$ cat src/difd_defines.svh
/*
  timing counts, function codes and widths for the drive input function decoder.
  assumes a 100 MHz system clock; included by the package and the decoder.
*/
`ifndef DIFD_DEFINES_SVH
`define DIFD_DEFINES_SVH
`define DIFD_CLK_MHZ 100
`define DIFD_JOG_CONFLICT_MS 500
`define DIFD_JOG_CONFLICT_CYC (`DIFD_JOG_CONFLICT_MS * 1000 * `DIFD_CLK_MHZ)
`define DIFD_DEBOUNCE_CYC 1000
`define DIFD_FW 16
`define DIFD_FN_3WIRE 5'h00
`define DIFD_FN_SELFHOLD 5'h01
`define DIFD_FN_STEP1 5'h02
`define DIFD_FN_STEP2 5'h03
`define DIFD_FN_STEP3 5'h04
`define DIFD_FN_STEP4 5'h05
`define DIFD_FN_JOGSEL 5'h06
`define DIFD_FN_RAMPSEL 5'h07
`define DIFD_FN_BLOCK_NO 5'h08
`define DIFD_FN_BLOCK_NC 5'h09
`define DIFD_FN_HOLD 5'h0A
`define DIFD_FN_OVHT 5'h0B
`define DIFD_FN_FORWARD_JOG_CMD 5'h0C
`define DIFD_FN_REVERSE_JOG_CMD 5'h0D
`define DIFD_FN_IRST 5'h0E
`define DIFD_FN_PIDOFF 5'h0F
`define DIFD_FN_EXTF_NO 5'h10
`define DIFD_FN_EXTF_NC 5'h11
`define DIFD_FN_AUXEN 5'h12
`define DIFD_FN_DCBRK 5'h14
`define DIFD_FN_LOCAL_OP 5'h17
`define DIFD_FN_LOCAL_TERM 5'h18
`define DIFD_FN_SRC_REMOTE 2'h0
`define DIFD_FN_SRC_PANEL 2'h1
`define DIFD_FN_SRC_TERM 2'h2
`define DIFD_NO_FAULT 3'h0
`endif

$ cat src/difd_pkg.sv
/*
  types for the drive input function decoder.
  assumes difd_defines.svh is on the include path.
*/
`include "difd_defines.svh"
package difd_pkg;
  typedef logic [`DIFD_FW-1:0] difd_freq_t;
  typedef struct packed {
    logic run;
    logic reverse;
    logic out_enable;
    logic coast;
    logic dc_brake;
    logic ramp_hold;
    logic ramp_set2;
    logic zero_freq;
  } difd_run_ctl_t;
  typedef struct packed {
    logic freq_cmd_err;
    logic block_alarm;
    logic overheat;
    logic ext_fault;
    logic [2:0] fault_term;
    logic remote_led;
  } difd_status_t;
  typedef enum logic [2:0] {
    DIFD_ST_STOP,
    DIFD_ST_RUN,
    DIFD_ST_DECEL,
    DIFD_ST_COAST,
    DIFD_ST_FAULT
  } difd_state_t;
endpackage

$ cat src/difd_decoder.sv
/*
  drive input function decoder: debounced terminals into run, frequency and status.
  assumes terminals are asynchronous contacts; settings are static from the same clock.
*/
`timescale 1ns/10ps
`include "difd_defines.svh"
module difd_decoder #(
  parameter int unsigned JOG_CONFLICT_CYC = `DIFD_JOG_CONFLICT_CYC,
  parameter int unsigned DEBOUNCE_CYC = `DIFD_DEBOUNCE_CYC
) (
  input wire logic sys_clk_in,
  input wire logic srst_in,
  input wire logic fwd_term_in,
  input wire logic rev_term_in,
  input wire logic fault_term3_in,
  input wire logic [3:0] multi_term_in,
  input wire logic [4:0] input_function_select_a_in,
  input wire logic [4:0] input_function_select_b_in,
  input wire logic [4:0] input_function_select_c_in,
  input wire logic [4:0] input_function_select_d_in,
  input wire logic [4:0] term3_function_in,
  input wire logic run_source_select_in,
  input wire logic freq_source_select_in,
  input wire logic stop_method_select_in,
  input wire logic analog_input_function_zero_in,
  input wire logic pid_enable_in,
  input wire logic panel_run_in,
  input wire logic panel_reverse_in,
  input wire difd_pkg::difd_freq_t panel_freq_in,
  input wire difd_pkg::difd_freq_t voltage_analog_input_in,
  input wire difd_pkg::difd_freq_t current_analog_input_in,
  input wire difd_pkg::difd_freq_t aux_analog_input_in,
  input wire difd_pkg::difd_freq_t jog_freq_setting_in,
  input wire difd_pkg::difd_freq_t preset_freq_in [16],
  input wire logic decel_active_in,
  input wire logic fault_reset_in,
  output difd_pkg::difd_freq_t freq_ref_out,
  output difd_pkg::difd_run_ctl_t run_ctl_out,
  output difd_pkg::difd_status_t status_out,
  output logic pid_integral_reset_out,
  output logic pid_open_loop_out,
  output logic aux_enable_out
);
  import difd_pkg::*;

  localparam int NT = 7;
  logic [NT-1:0] raw_in;
  logic [NT-1:0] sync1_q, sync2_q, deb_q;
  logic [NT-1:0] prev_q;
  logic [15:0] deb_cnt_q [NT];
  assign raw_in = {multi_term_in, fault_term3_in, rev_term_in, fwd_term_in};

  always_ff @(posedge sys_clk_in) begin
    if (srst_in) begin
      sync1_q <= '0;
      sync2_q <= '0;
    end else begin
      sync1_q <= raw_in;
      sync2_q <= sync1_q;
    end
  end

  // a change must hold for the whole window, so contact bounce gives one edge
  always_ff @(posedge sys_clk_in) begin
    if (srst_in) begin
      deb_q <= '0;
      prev_q <= '0;
      for (int i = 0; i < NT; i++) begin
        deb_cnt_q[i] <= '0;
      end
    end else begin
      prev_q <= sync2_q;
      for (int i = 0; i < NT; i++) begin
        if (sync2_q[i] != prev_q[i] || sync2_q[i] == deb_q[i]) begin
          deb_cnt_q[i] <= '0;
        end else if (deb_cnt_q[i] == 16'(DEBOUNCE_CYC - 1)) begin
          deb_q[i] <= sync2_q[i];
          deb_cnt_q[i] <= '0;
        end else begin
          deb_cnt_q[i] <= deb_cnt_q[i] + 16'h0001;
        end
      end
    end
  end

  logic fwd, rev;
  logic [3:0] mt;
  logic [4:0] fsel [4];
  assign fwd = deb_q[0];
  assign rev = deb_q[1];
  assign mt = deb_q[6:3];
  assign fsel[0] = input_function_select_a_in;
  assign fsel[1] = input_function_select_b_in;
  assign fsel[2] = input_function_select_c_in;
  assign fsel[3] = input_function_select_d_in;

  function automatic logic fn_on(input logic [4:0] code);
    logic hit;
    hit = 1'b0;
    for (int k = 0; k < 4; k++) begin
      if (fsel[k] == code && mt[k]) begin
        hit = 1'b1;
      end
    end
    return hit;
  endfunction

  function automatic logic fn_set(input logic [4:0] code);
    logic hit;
    hit = 1'b0;
    for (int k = 0; k < 4; k++) begin
      if (fsel[k] == code) begin
        hit = 1'b1;
      end
    end
    return hit;
  endfunction

  logic [3:0] step_idx;
  logic jog_sel, forward_jog_cmd, reverse_jog_cmd, blk, hold, ovht, dcb, loc_op, loc_term;
  logic ext_flt;
  logic [2:0] flt_term;
  always_comb begin
    step_idx = 4'h0;
    for (int k = 0; k < 4; k++) begin
      if (fsel[k] == (5'(`DIFD_FN_STEP1) + 5'(k)) && mt[k]) begin
        step_idx[k] = 1'b1;
      end
    end
  end
  // a process, not assigns: the functions read fsel and mt, which args alone would not track
  always_comb begin
    jog_sel = fn_on(`DIFD_FN_JOGSEL);
    forward_jog_cmd = fn_on(`DIFD_FN_FORWARD_JOG_CMD);
    reverse_jog_cmd = fn_on(`DIFD_FN_REVERSE_JOG_CMD);
    blk = fn_on(`DIFD_FN_BLOCK_NO) | (fn_set(`DIFD_FN_BLOCK_NC) & ~fn_on(`DIFD_FN_BLOCK_NC));
    hold = fn_on(`DIFD_FN_HOLD);
    ovht = fn_on(`DIFD_FN_OVHT);
    dcb = fn_on(`DIFD_FN_DCBRK);
    loc_op = fn_on(`DIFD_FN_LOCAL_OP);
    loc_term = fn_on(`DIFD_FN_LOCAL_TERM);
  end

  // terminal 3 is fault-only; codes 3..7 name terminals 3, 5, 6, 7, 8
  always_comb begin
    ext_flt = 1'b0;
    flt_term = `DIFD_NO_FAULT;
    for (int k = 3; k >= 0; k--) begin
      if ((fsel[k] == `DIFD_FN_EXTF_NO && mt[k]) || (fsel[k] == `DIFD_FN_EXTF_NC && !mt[k])) begin
        ext_flt = 1'b1;
        flt_term = 3'(k + 4);
      end
    end
    if ((term3_function_in == `DIFD_FN_EXTF_NO && deb_q[2])
        || (term3_function_in == `DIFD_FN_EXTF_NC && !deb_q[2])) begin
      ext_flt = 1'b1;
      flt_term = 3'h3;
    end
  end

  logic [1:0] src_q;
  logic [1:0] src_want;
  logic two_wire;
  assign src_want = loc_op ? `DIFD_FN_SRC_PANEL : (loc_term ? `DIFD_FN_SRC_TERM : `DIFD_FN_SRC_REMOTE);
  assign two_wire = fsel[0] != `DIFD_FN_3WIRE && fsel[0] != `DIFD_FN_SELFHOLD;

  logic jog_any, jog_conflict, dir_conflict;
  logic term_run, term_rev, run_req, rev_req;
  logic [31:0] jog_cnt_q;
  logic jog_stop_q;
  // both jogs keep jogging until the conflict window runs out
  assign jog_any = (forward_jog_cmd | reverse_jog_cmd) & !jog_stop_q;
  assign dir_conflict = two_wire & fwd & rev;
  assign term_run = two_wire ? ((fwd ^ rev)) : fwd;
  assign term_rev = two_wire ? rev : 1'b0;
  always_comb begin
    run_req = 1'b0;
    rev_req = 1'b0;
    case (src_q)
      `DIFD_FN_SRC_PANEL: begin
        run_req = panel_run_in;
        rev_req = panel_reverse_in;
      end
      `DIFD_FN_SRC_TERM: begin
        run_req = term_run;
        rev_req = term_rev;
      end
      default: begin
        run_req = run_source_select_in ? term_run : panel_run_in;
        rev_req = run_source_select_in ? term_rev : panel_reverse_in;
      end
    endcase
  end

  assign jog_conflict = forward_jog_cmd & reverse_jog_cmd;
  always_ff @(posedge sys_clk_in) begin
    if (srst_in) begin
      jog_cnt_q <= '0;
      jog_stop_q <= 1'b0;
    end else if (!jog_conflict) begin
      jog_cnt_q <= '0;
      jog_stop_q <= 1'b0;
    end else if (jog_cnt_q >= JOG_CONFLICT_CYC) begin
      jog_stop_q <= 1'b1;
    end else begin
      jog_cnt_q <= jog_cnt_q + 32'h1;
    end
  end

  difd_state_t st_q;
  logic go;
  assign go = (run_req | jog_any) & !dir_conflict;
  always_ff @(posedge sys_clk_in) begin
    if (srst_in) begin
      st_q <= DIFD_ST_STOP;
    end else begin
      case (st_q)
        DIFD_ST_STOP: if (ext_flt) st_q <= DIFD_ST_FAULT; else if (go) st_q <= DIFD_ST_RUN;
        DIFD_ST_RUN: begin
          if (ext_flt) st_q <= DIFD_ST_FAULT;
          else if (!go && hold) st_q <= DIFD_ST_COAST;
          else if (!go && stop_method_select_in) st_q <= DIFD_ST_COAST;
          else if (!go || (decel_active_in && blk)) st_q <= blk ? DIFD_ST_COAST : DIFD_ST_DECEL;
        end
        DIFD_ST_DECEL: begin
          if (ext_flt) st_q <= DIFD_ST_FAULT;
          else if (blk) st_q <= DIFD_ST_COAST;
          else if (go) st_q <= DIFD_ST_RUN;
          else if (!decel_active_in) st_q <= DIFD_ST_STOP;
        end
        DIFD_ST_COAST: if (ext_flt) st_q <= DIFD_ST_FAULT; else if (!blk && !go) st_q <= DIFD_ST_STOP;
        DIFD_ST_FAULT: if (!ext_flt && fault_reset_in) st_q <= DIFD_ST_STOP;
        default: st_q <= DIFD_ST_STOP;
      endcase
    end
  end

  always_ff @(posedge sys_clk_in) begin
    if (srst_in) begin
      src_q <= `DIFD_FN_SRC_REMOTE;
    end else if (src_want != `DIFD_FN_SRC_REMOTE || st_q == DIFD_ST_STOP) begin
      src_q <= src_want;
    end
  end

  difd_freq_t sel_freq, hold_freq_q;
  logic [4:0] idx;
  assign idx = jog_sel ? 5'h10 : {1'b0, step_idx};
  always_comb begin
    sel_freq = preset_freq_in[step_idx];
    if (jog_any || idx == 5'h10) begin
      sel_freq = jog_freq_setting_in;
    end else if (src_q == `DIFD_FN_SRC_PANEL) begin
      sel_freq = panel_freq_in;
    end else if (step_idx == 4'h0 && freq_source_select_in) begin
      sel_freq = (voltage_analog_input_in > current_analog_input_in) ? voltage_analog_input_in
                                                                   : current_analog_input_in;
    end else if (step_idx == 4'h1 && analog_input_function_zero_in && aux_enable_out) begin
      sel_freq = aux_analog_input_in;
    end
  end

  always_ff @(posedge sys_clk_in) begin
    if (srst_in) begin
      freq_ref_out <= '0;
      hold_freq_q <= '0;
    end else begin
      if (hold && st_q == DIFD_ST_RUN && !go) begin
        hold_freq_q <= freq_ref_out;
      end
      freq_ref_out <= (st_q == DIFD_ST_COAST || st_q == DIFD_ST_FAULT) ? '0 : sel_freq;
    end
  end

  // ramp hold is passed to the ramp core, which owns the output frequency
  always_ff @(posedge sys_clk_in) begin
    if (srst_in) begin
      run_ctl_out <= '0;
    end else begin
      run_ctl_out.run <= (st_q == DIFD_ST_RUN) & go;
      run_ctl_out.reverse <= jog_any ? reverse_jog_cmd : rev_req;
      run_ctl_out.out_enable <= (st_q == DIFD_ST_RUN || st_q == DIFD_ST_DECEL) & !blk & !ext_flt;
      run_ctl_out.coast <= st_q == DIFD_ST_COAST || st_q == DIFD_ST_FAULT;
      run_ctl_out.dc_brake <= dcb & st_q == DIFD_ST_STOP & !go;
      run_ctl_out.ramp_hold <= hold & go;
      run_ctl_out.ramp_set2 <= fn_on(`DIFD_FN_RAMPSEL);
      run_ctl_out.zero_freq <= st_q == DIFD_ST_COAST;
    end
  end

  always_ff @(posedge sys_clk_in) begin
    if (srst_in) begin
      status_out <= '0;
      pid_integral_reset_out <= 1'b0;
      pid_open_loop_out <= 1'b0;
      aux_enable_out <= 1'b0;
    end else begin
      status_out.freq_cmd_err <= dir_conflict;
      status_out.block_alarm <= blk & st_q != DIFD_ST_STOP;
      status_out.overheat <= ovht;
      status_out.ext_fault <= ext_flt;
      status_out.fault_term <= flt_term;
      status_out.remote_led <= src_q == `DIFD_FN_SRC_REMOTE;
      pid_integral_reset_out <= fn_on(`DIFD_FN_IRST);
      pid_open_loop_out <= fn_on(`DIFD_FN_PIDOFF) | !pid_enable_in;
      aux_enable_out <= (!fn_set(`DIFD_FN_AUXEN) || fn_on(`DIFD_FN_AUXEN)) & !pid_enable_in;
    end
  end
endmodule

$ cat config.mk
export PLATFORM = sky130hd
export DESIGN_NAME = difd_decoder
export DESIGN_NICKNAME = d
export VERILOG_FILES = /design/src/difd_pkg.sv /design/src/difd_decoder.sv
export VERILOG_INCLUDE_DIRS = /design/src
export SDC_FILE = /design/constraint.sdc
export NUM_CORES = 1
export LEC_CHECK = 0
export BUFFER_PORTS_ARGS = -buffer_cell sky130_fd_sc_hd__buf_2
export CAP_MARGIN = 10
export CORE_UTILIZATION = 50
export CTS_BUF_LIST = sky130_fd_sc_hd__clkbuf_4 sky130_fd_sc_hd__clkbuf_8 sky130_fd_sc_hd__clkbuf_16
export CTS_CLUSTER_SIZE = 28
export DETAILED_ROUTE_END_ITERATION = 6
export PLACE_DENSITY = 0.78
export SYNTH_ARGS = -nofsm -noshare
export SYNTH_HDL_FRONTEND = slang
export SYNTH_SLANG_ARGS = --single-unit
$ cat constraint.sdc
create_clock -name sys_clk_in -period 5.8 [get_ports sys_clk_in]
set_clock_uncertainty 0.2 [all_clocks]
set_input_delay 1.16 -clock sys_clk_in [delete_from_list [all_inputs] [get_ports sys_clk_in]]
set_output_delay 1.16 -clock sys_clk_in [all_outputs]
set_load 0.05 [all_outputs]
Yosys cells after proc, flatten, opt, wreduce, memory -nomap -nowiden
Memories as Yosys holds them, arrays and structs flattened.
Index checks and enable logic that the tools add are counted.
Word-level totals
  bits in read-only memories: 0
  output and inout bits: 35
  memory bits (writable): 112
  latch bits: 0
  input bits: 379
  memories kept: 1
  bits in registers: 101
Operators by class
  reduce and logical (&&, ||, !) cells: 126
  bitwise operators: 50
  $mul: 0
  shift-type cells: 0
  $add $sub $neg: 8
  div/mod/pow operators: 0
  eq/ne operators: 105
  mux-type cells: 214
  $lt $le $gt $ge: 3
Memory list
  deb_cnt_q: depth 7, bits a word 16, rd ports 7, clocked after memory_dff 0, wr ports 7, RTL line difd_decoder.sv:50  | logic [15:0] deb_cnt_q [NT];
Operators by type and width (count)
  two-way mux 16 bit: 28
  two-way mux 1 bit: 161
  equality test 5 x 4 -> 1 bit, second input constant: 32
  equality test 5 bit, second input constant: 27
  adder 16 x 1 -> 16 bit, second input constant: 7
  equality test 16 x 10 -> 1 bit, second input constant: 7
  logical AND 1 bit: 79
  binary-select mux 16 bit (select 4 bit): 1
  two-way mux 3 bit: 17
  equality test 5 x 3 -> 1 bit, second input constant: 10
  adder 32 x 1 -> 32 bit, second input constant: 1
  greater-or-equal comparator 32 x 26 -> 1 bit, second input constant: 1
  bitwise OR 1 bit: 25
  logical OR 1 bit: 18
  > comparator 16 bit: 1
  one-hot mux 3 bit (5 select lines): 1
  bitwise AND 1 bit: 14
  AND reduction 2 bit: 7
  logical NOT 1 bit: 12
  equality test 5 x 2 -> 1 bit, second input constant: 2
  inequality test 5 bit, second input constant: 2
  inverter 1 bit: 9
  equality test 1 bit: 7
  inequality test 1 bit: 7
  other kinds (23): 30

Logic depth before layout (Yosys ltp)
  word-level depth: 17
  mapped depth: 11
  depth with buffers taken out: 9

Worst setup path before layout
Ideal clock, no wire load.
  kind: input-to-reg
  start point: input input_function_select_b_in[1]
  end point: register freq_ref_out[10]
  required time: 5456 ps
  stages: 11
  setup slack: 2460 ps
  arrival time: 2996 ps
  cells stage by stage: clkbuf_1 -> and4bb_2 -> and2_1 -> buf_2 -> buf_2 -> buf_4 -> mux4_2 -> nand2_1 -> nand3_1 -> o211ai_1 -> o311ai_0
On the way
  longest elaborated chain between the ends: 11
  elaborated cells between the ends (all ways): 36
  those cells by class: eq/ne: 6; mux: 18; bitwise: 3; reduce/logical: 9
Ends and longest elaborated chain
  from (decl): RTL line difd_decoder.sv:18  | input wire logic [4:0] input_function_select_b_in,
  equality test 5 x 2 -> 1 bit: RTL line difd_decoder.sv:126  | if (fsel[k] == (5'(`DIFD_FN_STEP1) + 5'(k)) && mt[k]) begin
  logical AND 1 bit: RTL line difd_decoder.sv:126
  two-way mux 1 bit: RTL line difd_decoder.sv:126
  inverter 4 -> 5 bit (implied by the code): RTL line difd_decoder.sv:250  | sel_freq = preset_freq_in[step_idx];
  binary-select mux 16 bit (select 4 bit): RTL line difd_decoder.sv:250
  two-way mux 16 bit (implied by the code) (2 in a row): RTL line difd_decoder.sv:250
  two-way mux 16 bit: RTL line difd_decoder.sv:258  | end else if (step_idx == 4'h1 && analog_input_function_zero_in && aux_enable_out) begin
  two-way mux 16 bit: RTL line difd_decoder.sv:255  | end else if (step_idx == 4'h0 && freq_source_select_in) begin
  two-way mux 16 bit: RTL line difd_decoder.sv:253  | end else if (src_q == `DIFD_FN_SRC_PANEL) begin
  two-way mux 16 bit (*): RTL line difd_decoder.sv:251  | if (jog_any || idx == 5'h10) begin
  to (signal assigned): RTL line difd_decoder.sv:271  | freq_ref_out <= (st_q == DIFD_ST_COAST || st_q == DIFD_ST_FAULT) ? '0 : sel_freq;
  to (decl): RTL line difd_decoder.sv:37  | output difd_pkg::difd_freq_t freq_ref_out,
Mark *: on every way between the ends. The rest lies on a longest branch, timed or not. The select of a mux whose other input is x is not followed.
A chain may end at the register's enable or synchronous reset.

Final worst setup path
  start point: input input_function_select_a_in[1]
  end point: register freq_ref_out[4]
On the way
  longest elaborated chain between the ends: 11
  elaborated cells between the ends (all ways): 39
  those cells by class: eq/ne: 6; mux: 21; bitwise: 3; reduce/logical: 9
Ends and longest elaborated chain
  from (decl): RTL line difd_decoder.sv:17  | input wire logic [4:0] input_function_select_a_in,
  equality test 5 x 2 -> 1 bit: RTL line difd_decoder.sv:126
  logical AND 1 bit: RTL line difd_decoder.sv:126
  two-way mux 1 bit: RTL line difd_decoder.sv:126
  inverter 4 -> 5 bit (implied by the code): RTL line difd_decoder.sv:250
  binary-select mux 16 bit (select 4 bit): RTL line difd_decoder.sv:250
  two-way mux 16 bit (implied by the code) (2 in a row): RTL line difd_decoder.sv:250
  two-way mux 16 bit: RTL line difd_decoder.sv:258
  two-way mux 16 bit: RTL line difd_decoder.sv:255
  two-way mux 16 bit: RTL line difd_decoder.sv:253
  two-way mux 16 bit (*): RTL line difd_decoder.sv:251
Marks and branches as above.

==> metrics.log <==
INFO  metric unrepaired_setup_endpoints_after_global_routing = no
INFO  metric ys_warn_count = 0
INFO  metric h-tree-depth = 1
INFO  metric antenna_found_initial = 52
INFO  metric final_core_util = between 60 and 70%
INFO  metric timing.setup.tns = 0 ns
INFO  metric worstSetupPathType = in -> reg
INFO  metric layout.cell_area.non_filler = around 0.017 sq mm
INFO  metric worst_setup_hold_path_clk_slew = 0.07 ns
INFO  metric placed_area = approximately 0.016 sq mm
INFO  metric yosys_register_bits = roughly 210
INFO  metric effective_utilization_at_floorplan = about half
INFO  metric synth_compound_gate_area_share = around an eighth
INFO  metric routed_vias = 13.81k
INFO  metric yosys_most_used_dff = sky130_fd_sc_hd__edfxtp_1
INFO  metric fin_worst_hold_slack = approximately 0.24 ns
INFO  metric netlist_instances = ~1.5k
INFO  metric report.final.slew_viol_count = 0
INFO  metric clockBufferDepth = 3
INFO  metric maxCapViolations = 0
INFO  metric syn2layout_area_growth = 26.37%
INFO  metric timing.reg2reg.setup_slack = between 2 and 2.5 ns
INFO  metric number_of_iterations_in_the_first_detailed_routing_pass = 5
INFO  metric worst_ir_drop_vdd = between 0.0002 and 0.00025 V
INFO  metric setup.worst_path.end_class = flop
INFO  metric worstPathArrival = between 4 and 5 ns
INFO  metric synth_area = ~0.014 sq mm
INFO  metric final_layout_size_suffix_gt1_share = between 20% and 30%
INFO  metric synth_adder_area_share = roughly 2.6%
INFO  metric max_slew_margin = between 10% and 20%
INFO  metric routedWlPerCell = 23.24 um
INFO  metric clock_insertion_delay_worst_skew = about 0.53 ns
INFO  metric final_antenna_net_count = 0
INFO  metric synth.yosys.seq_area_share = between 30% and 40%
INFO  metric outcome = finished clean
INFO  metric regArea = between 0.005 and 0.006 sq mm
INFO  metric grt_first_pass_wirelength = between 70,000 and 80,000 um
INFO  metric report.final.hold_viol_count = 0
INFO  metric nFillCells = 2,298
INFO  metric worst_pin_slew = approximately 1.3 ns
INFO  metric first_iter_violations = approximately 1.3k
INFO  metric hp-class = reg -> reg
INFO  metric floorplan.die_area = 0.02813 sq mm
INFO  metric post_synth_mux_area_share = 11.41%
INFO  metric post-route-min-period = between 3 and 4 ns
INFO  metric place_congestion = ~1.0
INFO  metric cts-resized-gates = 0
INFO  metric remaining_drc_errors = 0
INFO  metric fp.dieW = between 150 and 200 um
INFO  metric total_leakage_power = about 0.0072 uW
INFO  metric postSynth.asyncResetShare = 0%
INFO  metric post-cts-setup-buffer-count = 0
INFO  metric synth_top_family_by_area = simple AND/OR/NAND/NOR gates
INFO  metric syn_avg_cell_area = 9.129 sq um
INFO  metric viasPerCell = roughly 5.8
INFO  metric grt_remaining_overflow = 0
INFO  metric place.detailed.hpwl = 45,610 um
INFO  metric core-area = 0.02695 sq mm
INFO  metric track_usage = 38.29%
INFO  metric finalWirelength = between 50,000 and 60,000 um
INFO  metric synthTopCellsByArea = sky130_fd_sc_hd__edfxtp_1 24%, sky130_fd_sc_hd__dfxtp_1 15%, sky130_fd_sc_hd__nor2_1 6.3%, sky130_fd_sc_hd__mux2_2 4.9%, sky130_fd_sc_hd__xor2_1 4.5%
INFO  metric layout_worst_path_cycle_share = 65.72%
INFO  metric chipHeight = between 150 and 200 um
INFO  metric cp-start-kind = input pin
INFO  metric clock_tree.root_cell = sky130_fd_sc_hd__clkbuf_16
INFO  metric fmax = between 200 and 300 MHz
INFO  metric holdBufCountCts = 0
INFO  metric tritoncts_clock_tree = built
INFO  metric synth_top_cell_by_area = sky130_fd_sc_hd__edfxtp_1
INFO  metric grt_pass1_vias = approximately 13k
INFO  metric cts.sink_count = between 200 and 250
INFO  metric synth_xor_xnor_area_share = ~7%
INFO  metric setup-violations-final = 0
INFO  metric post_synth_num_cell_types = 83
INFO  metric boundaryPins = approximately 410
INFO  metric grt_start_max_net_pins = 68
INFO  metric critical_path.max_fanout = 16
INFO  metric io_buffers = approximately 410
INFO  metric power.density_cell_area = around 220 mW/mm^2
INFO  metric worstPathRequired = ~6 ns
INFO  metric multi_input_comb_area = 0.008307 sq mm
INFO  metric post-synth-top-area-fraction = 24.49%
INFO  metric std_cell_rows = 60
INFO  metric cts_buffers = 24
INFO  metric synth_simple_gate_area_share = between 20 and 25%
INFO  metric final_nets = between 2k and 2.5k
INFO  metric synth_edf_count = approximately 110
==> logic make-up (layout without fill, tap and decap cells) <==
| family | Yosys count | count (layout) |
|---|---|---|
| flip-flops | 213 | 213 |
| adder cells (fa/ha/maj) | 28 | 28 |
| XOR/XNOR | 113 | 113 |
| AND/OR/NAND/NOR | 676 | 676 |
| buffers and inverters | 112 | 513 |
| other | 1 | 154 |
| multiplexers | 129 | 129 |
| AO/OA/AOI/OAI | 232 | 232 |
==> through the flow <==
stage / setup slack, ns / cells / power, uW
final: 1.988 / 2399 / 3769
after global routing: 1.899 / 2386 / 3865
after detailed placement: 1.399 / 2311 / 2212
after CTS: 1.935 / 2355 / 3764
after floorplan: 2.460 / 1615 / 1961
after global placement: 1.474 / 2311 / 2207
==> layout by cell type, fill, tap and decap left out, drive strengths merged, types with 6 or more instances in the layout <==
| master | instances |
|---|---|
| mux2 | 60 |
| nor2 | 233 |
| clkinv | 6 |
| and3 | 30 |
| nand2b | 12 |
| xnor2 | 42 |
| dfxtp | 101 |
| inv | 52 |
| and2 | 14 |
| a31oi | 6 |
| and4 | 8 |
| nand3 | 80 |
| mux2i | 53 |
| a22oi | 29 |
| nor3 | 24 |
| o21ai | 45 |
| xor2 | 71 |
| o211ai | 20 |
| diode | 42 |
| nand2 | 133 |
| clkbuf | 30 |
| a21oi | 53 |
| or3 | 20 |
| conb | 112 |
| o221ai | 14 |
| buf | 420 |
| or2 | 7 |
| or4 | 8 |
| mux4 | 16 |
| o22ai | 7 |
| nand4 | 29 |
| nor4 | 20 |
| o311ai | 14 |
| nor2b | 35 |
| ha | 28 |
| edfxtp | 112 |
==> flip-flops by register name, summed over array words and instances, names as in the netlist <==
register / count
deb_cnt_q: 112
jog_cnt_q: 32
freq_ref_out: 16
run_ctl_out: 8
status_out: 8
deb_q: 7
prev_q: 7
sync1_q: 7
sync2_q: 7
st_q: 3
src_q: 2
aux_enable_out: 1
jog_stop_q: 1
pid_integral_reset_out: 1
pid_open_loop_out: 1
==> Yosys cell counts (5+ instances only) <==
cell type	count
sky130_fd_sc_hd__clkbuf_1	33
sky130_fd_sc_hd__mux4_2	16
sky130_fd_sc_hd__inv_1	48
sky130_fd_sc_hd__xnor2_1	42
sky130_fd_sc_hd__edfxtp_1	112
sky130_fd_sc_hd__a21oi_1	52
sky130_fd_sc_hd__dfxtp_1	101
sky130_fd_sc_hd__a22oi_1	29
sky130_fd_sc_hd__and3_1	29
sky130_fd_sc_hd__or4_1	8
sky130_fd_sc_hd__o22ai_1	7
sky130_fd_sc_hd__xor2_1	71
sky130_fd_sc_hd__buf_2	24
sky130_fd_sc_hd__or2_2	7
sky130_fd_sc_hd__o221ai_1	14
sky130_fd_sc_hd__o311ai_0	10
sky130_fd_sc_hd__o211ai_1	19
sky130_fd_sc_hd__nor2_1	231
sky130_fd_sc_hd__nand2b_1	12
sky130_fd_sc_hd__nand4b_1	5
sky130_fd_sc_hd__nand4_1	28
sky130_fd_sc_hd__nor3_1	23
sky130_fd_sc_hd__nor4b_1	5
sky130_fd_sc_hd__o21ai_0	40
sky130_fd_sc_hd__nor2b_1	35
sky130_fd_sc_hd__nand2_1	133
sky130_fd_sc_hd__mux2_2	60
sky130_fd_sc_hd__ha_1	28
sky130_fd_sc_hd__or3_1	20
sky130_fd_sc_hd__nand3_1	80
sky130_fd_sc_hd__nor4_1	20
sky130_fd_sc_hd__mux2i_1	53
sky130_fd_sc_hd__a31oi_1	5
sky130_fd_sc_hd__and2_1	13
sky130_fd_sc_hd__and4_1	8
==> worst paths after layout <==
kind | from | to | cells after the start
worst min-delay path | sync1_q[3]$_SDFF_PP0_ | sync2_q[3]$_SDFF_PP0_ | 1
worst max register to register | deb_q[3]$_SDFFE_PP0P_ | freq_ref_out[4]$_SDFF_PP0_ | 7
worst max-delay path | input_function_select_a_in[1] | freq_ref_out[4]$_SDFF_PP0_ | 8
worst min register to register | sync1_q[3]$_SDFF_PP0_ | sync2_q[3]$_SDFF_PP0_ | 1
==> critical path, stage by stage <==
cell and delay, ns:
sky130_fd_sc_hd__buf_2 0.16, sky130_fd_sc_hd__and2_0 0.38, sky130_fd_sc_hd__and3_1 0.39, sky130_fd_sc_hd__nor2_4 0.16
sky130_fd_sc_hd__and3_2 0.29, sky130_fd_sc_hd__a2111oi_4 1.03, sky130_fd_sc_hd__o211ai_1 0.27, sky130_fd_sc_hd__o311ai_1 0.16
==> area by class of cell <==
class	count	share of cell area [%]
multi-input combinational	1290	47.87
inverter	48	1.038
clock inverter	15	0.8437
clock buffer	29	3.851
antenna	42	0.6057
tap	341	2.459
sequential	213	31.04
timing repair buffer	421	12.29
==> metal layers <==
metal | up-vias | track usage (%) | wire (um)
li1 | 6422 | - | -
met1 | 6535 | 46.78 | 22180
met2 | 706 | 56.00 | 24060
met3 | 126 | 20.68 | 7393
met4 | 24 | 15.48 | 1906
met5 | - | 0 | 217
==> report_power, final <==
group	total (uW)	switching (uW)	internal, uW
combinational	519	305	215
clock	1570	652	918
sequential	1680	44.0	1640
No activity file was read; power rests on OpenSTA's default activity.
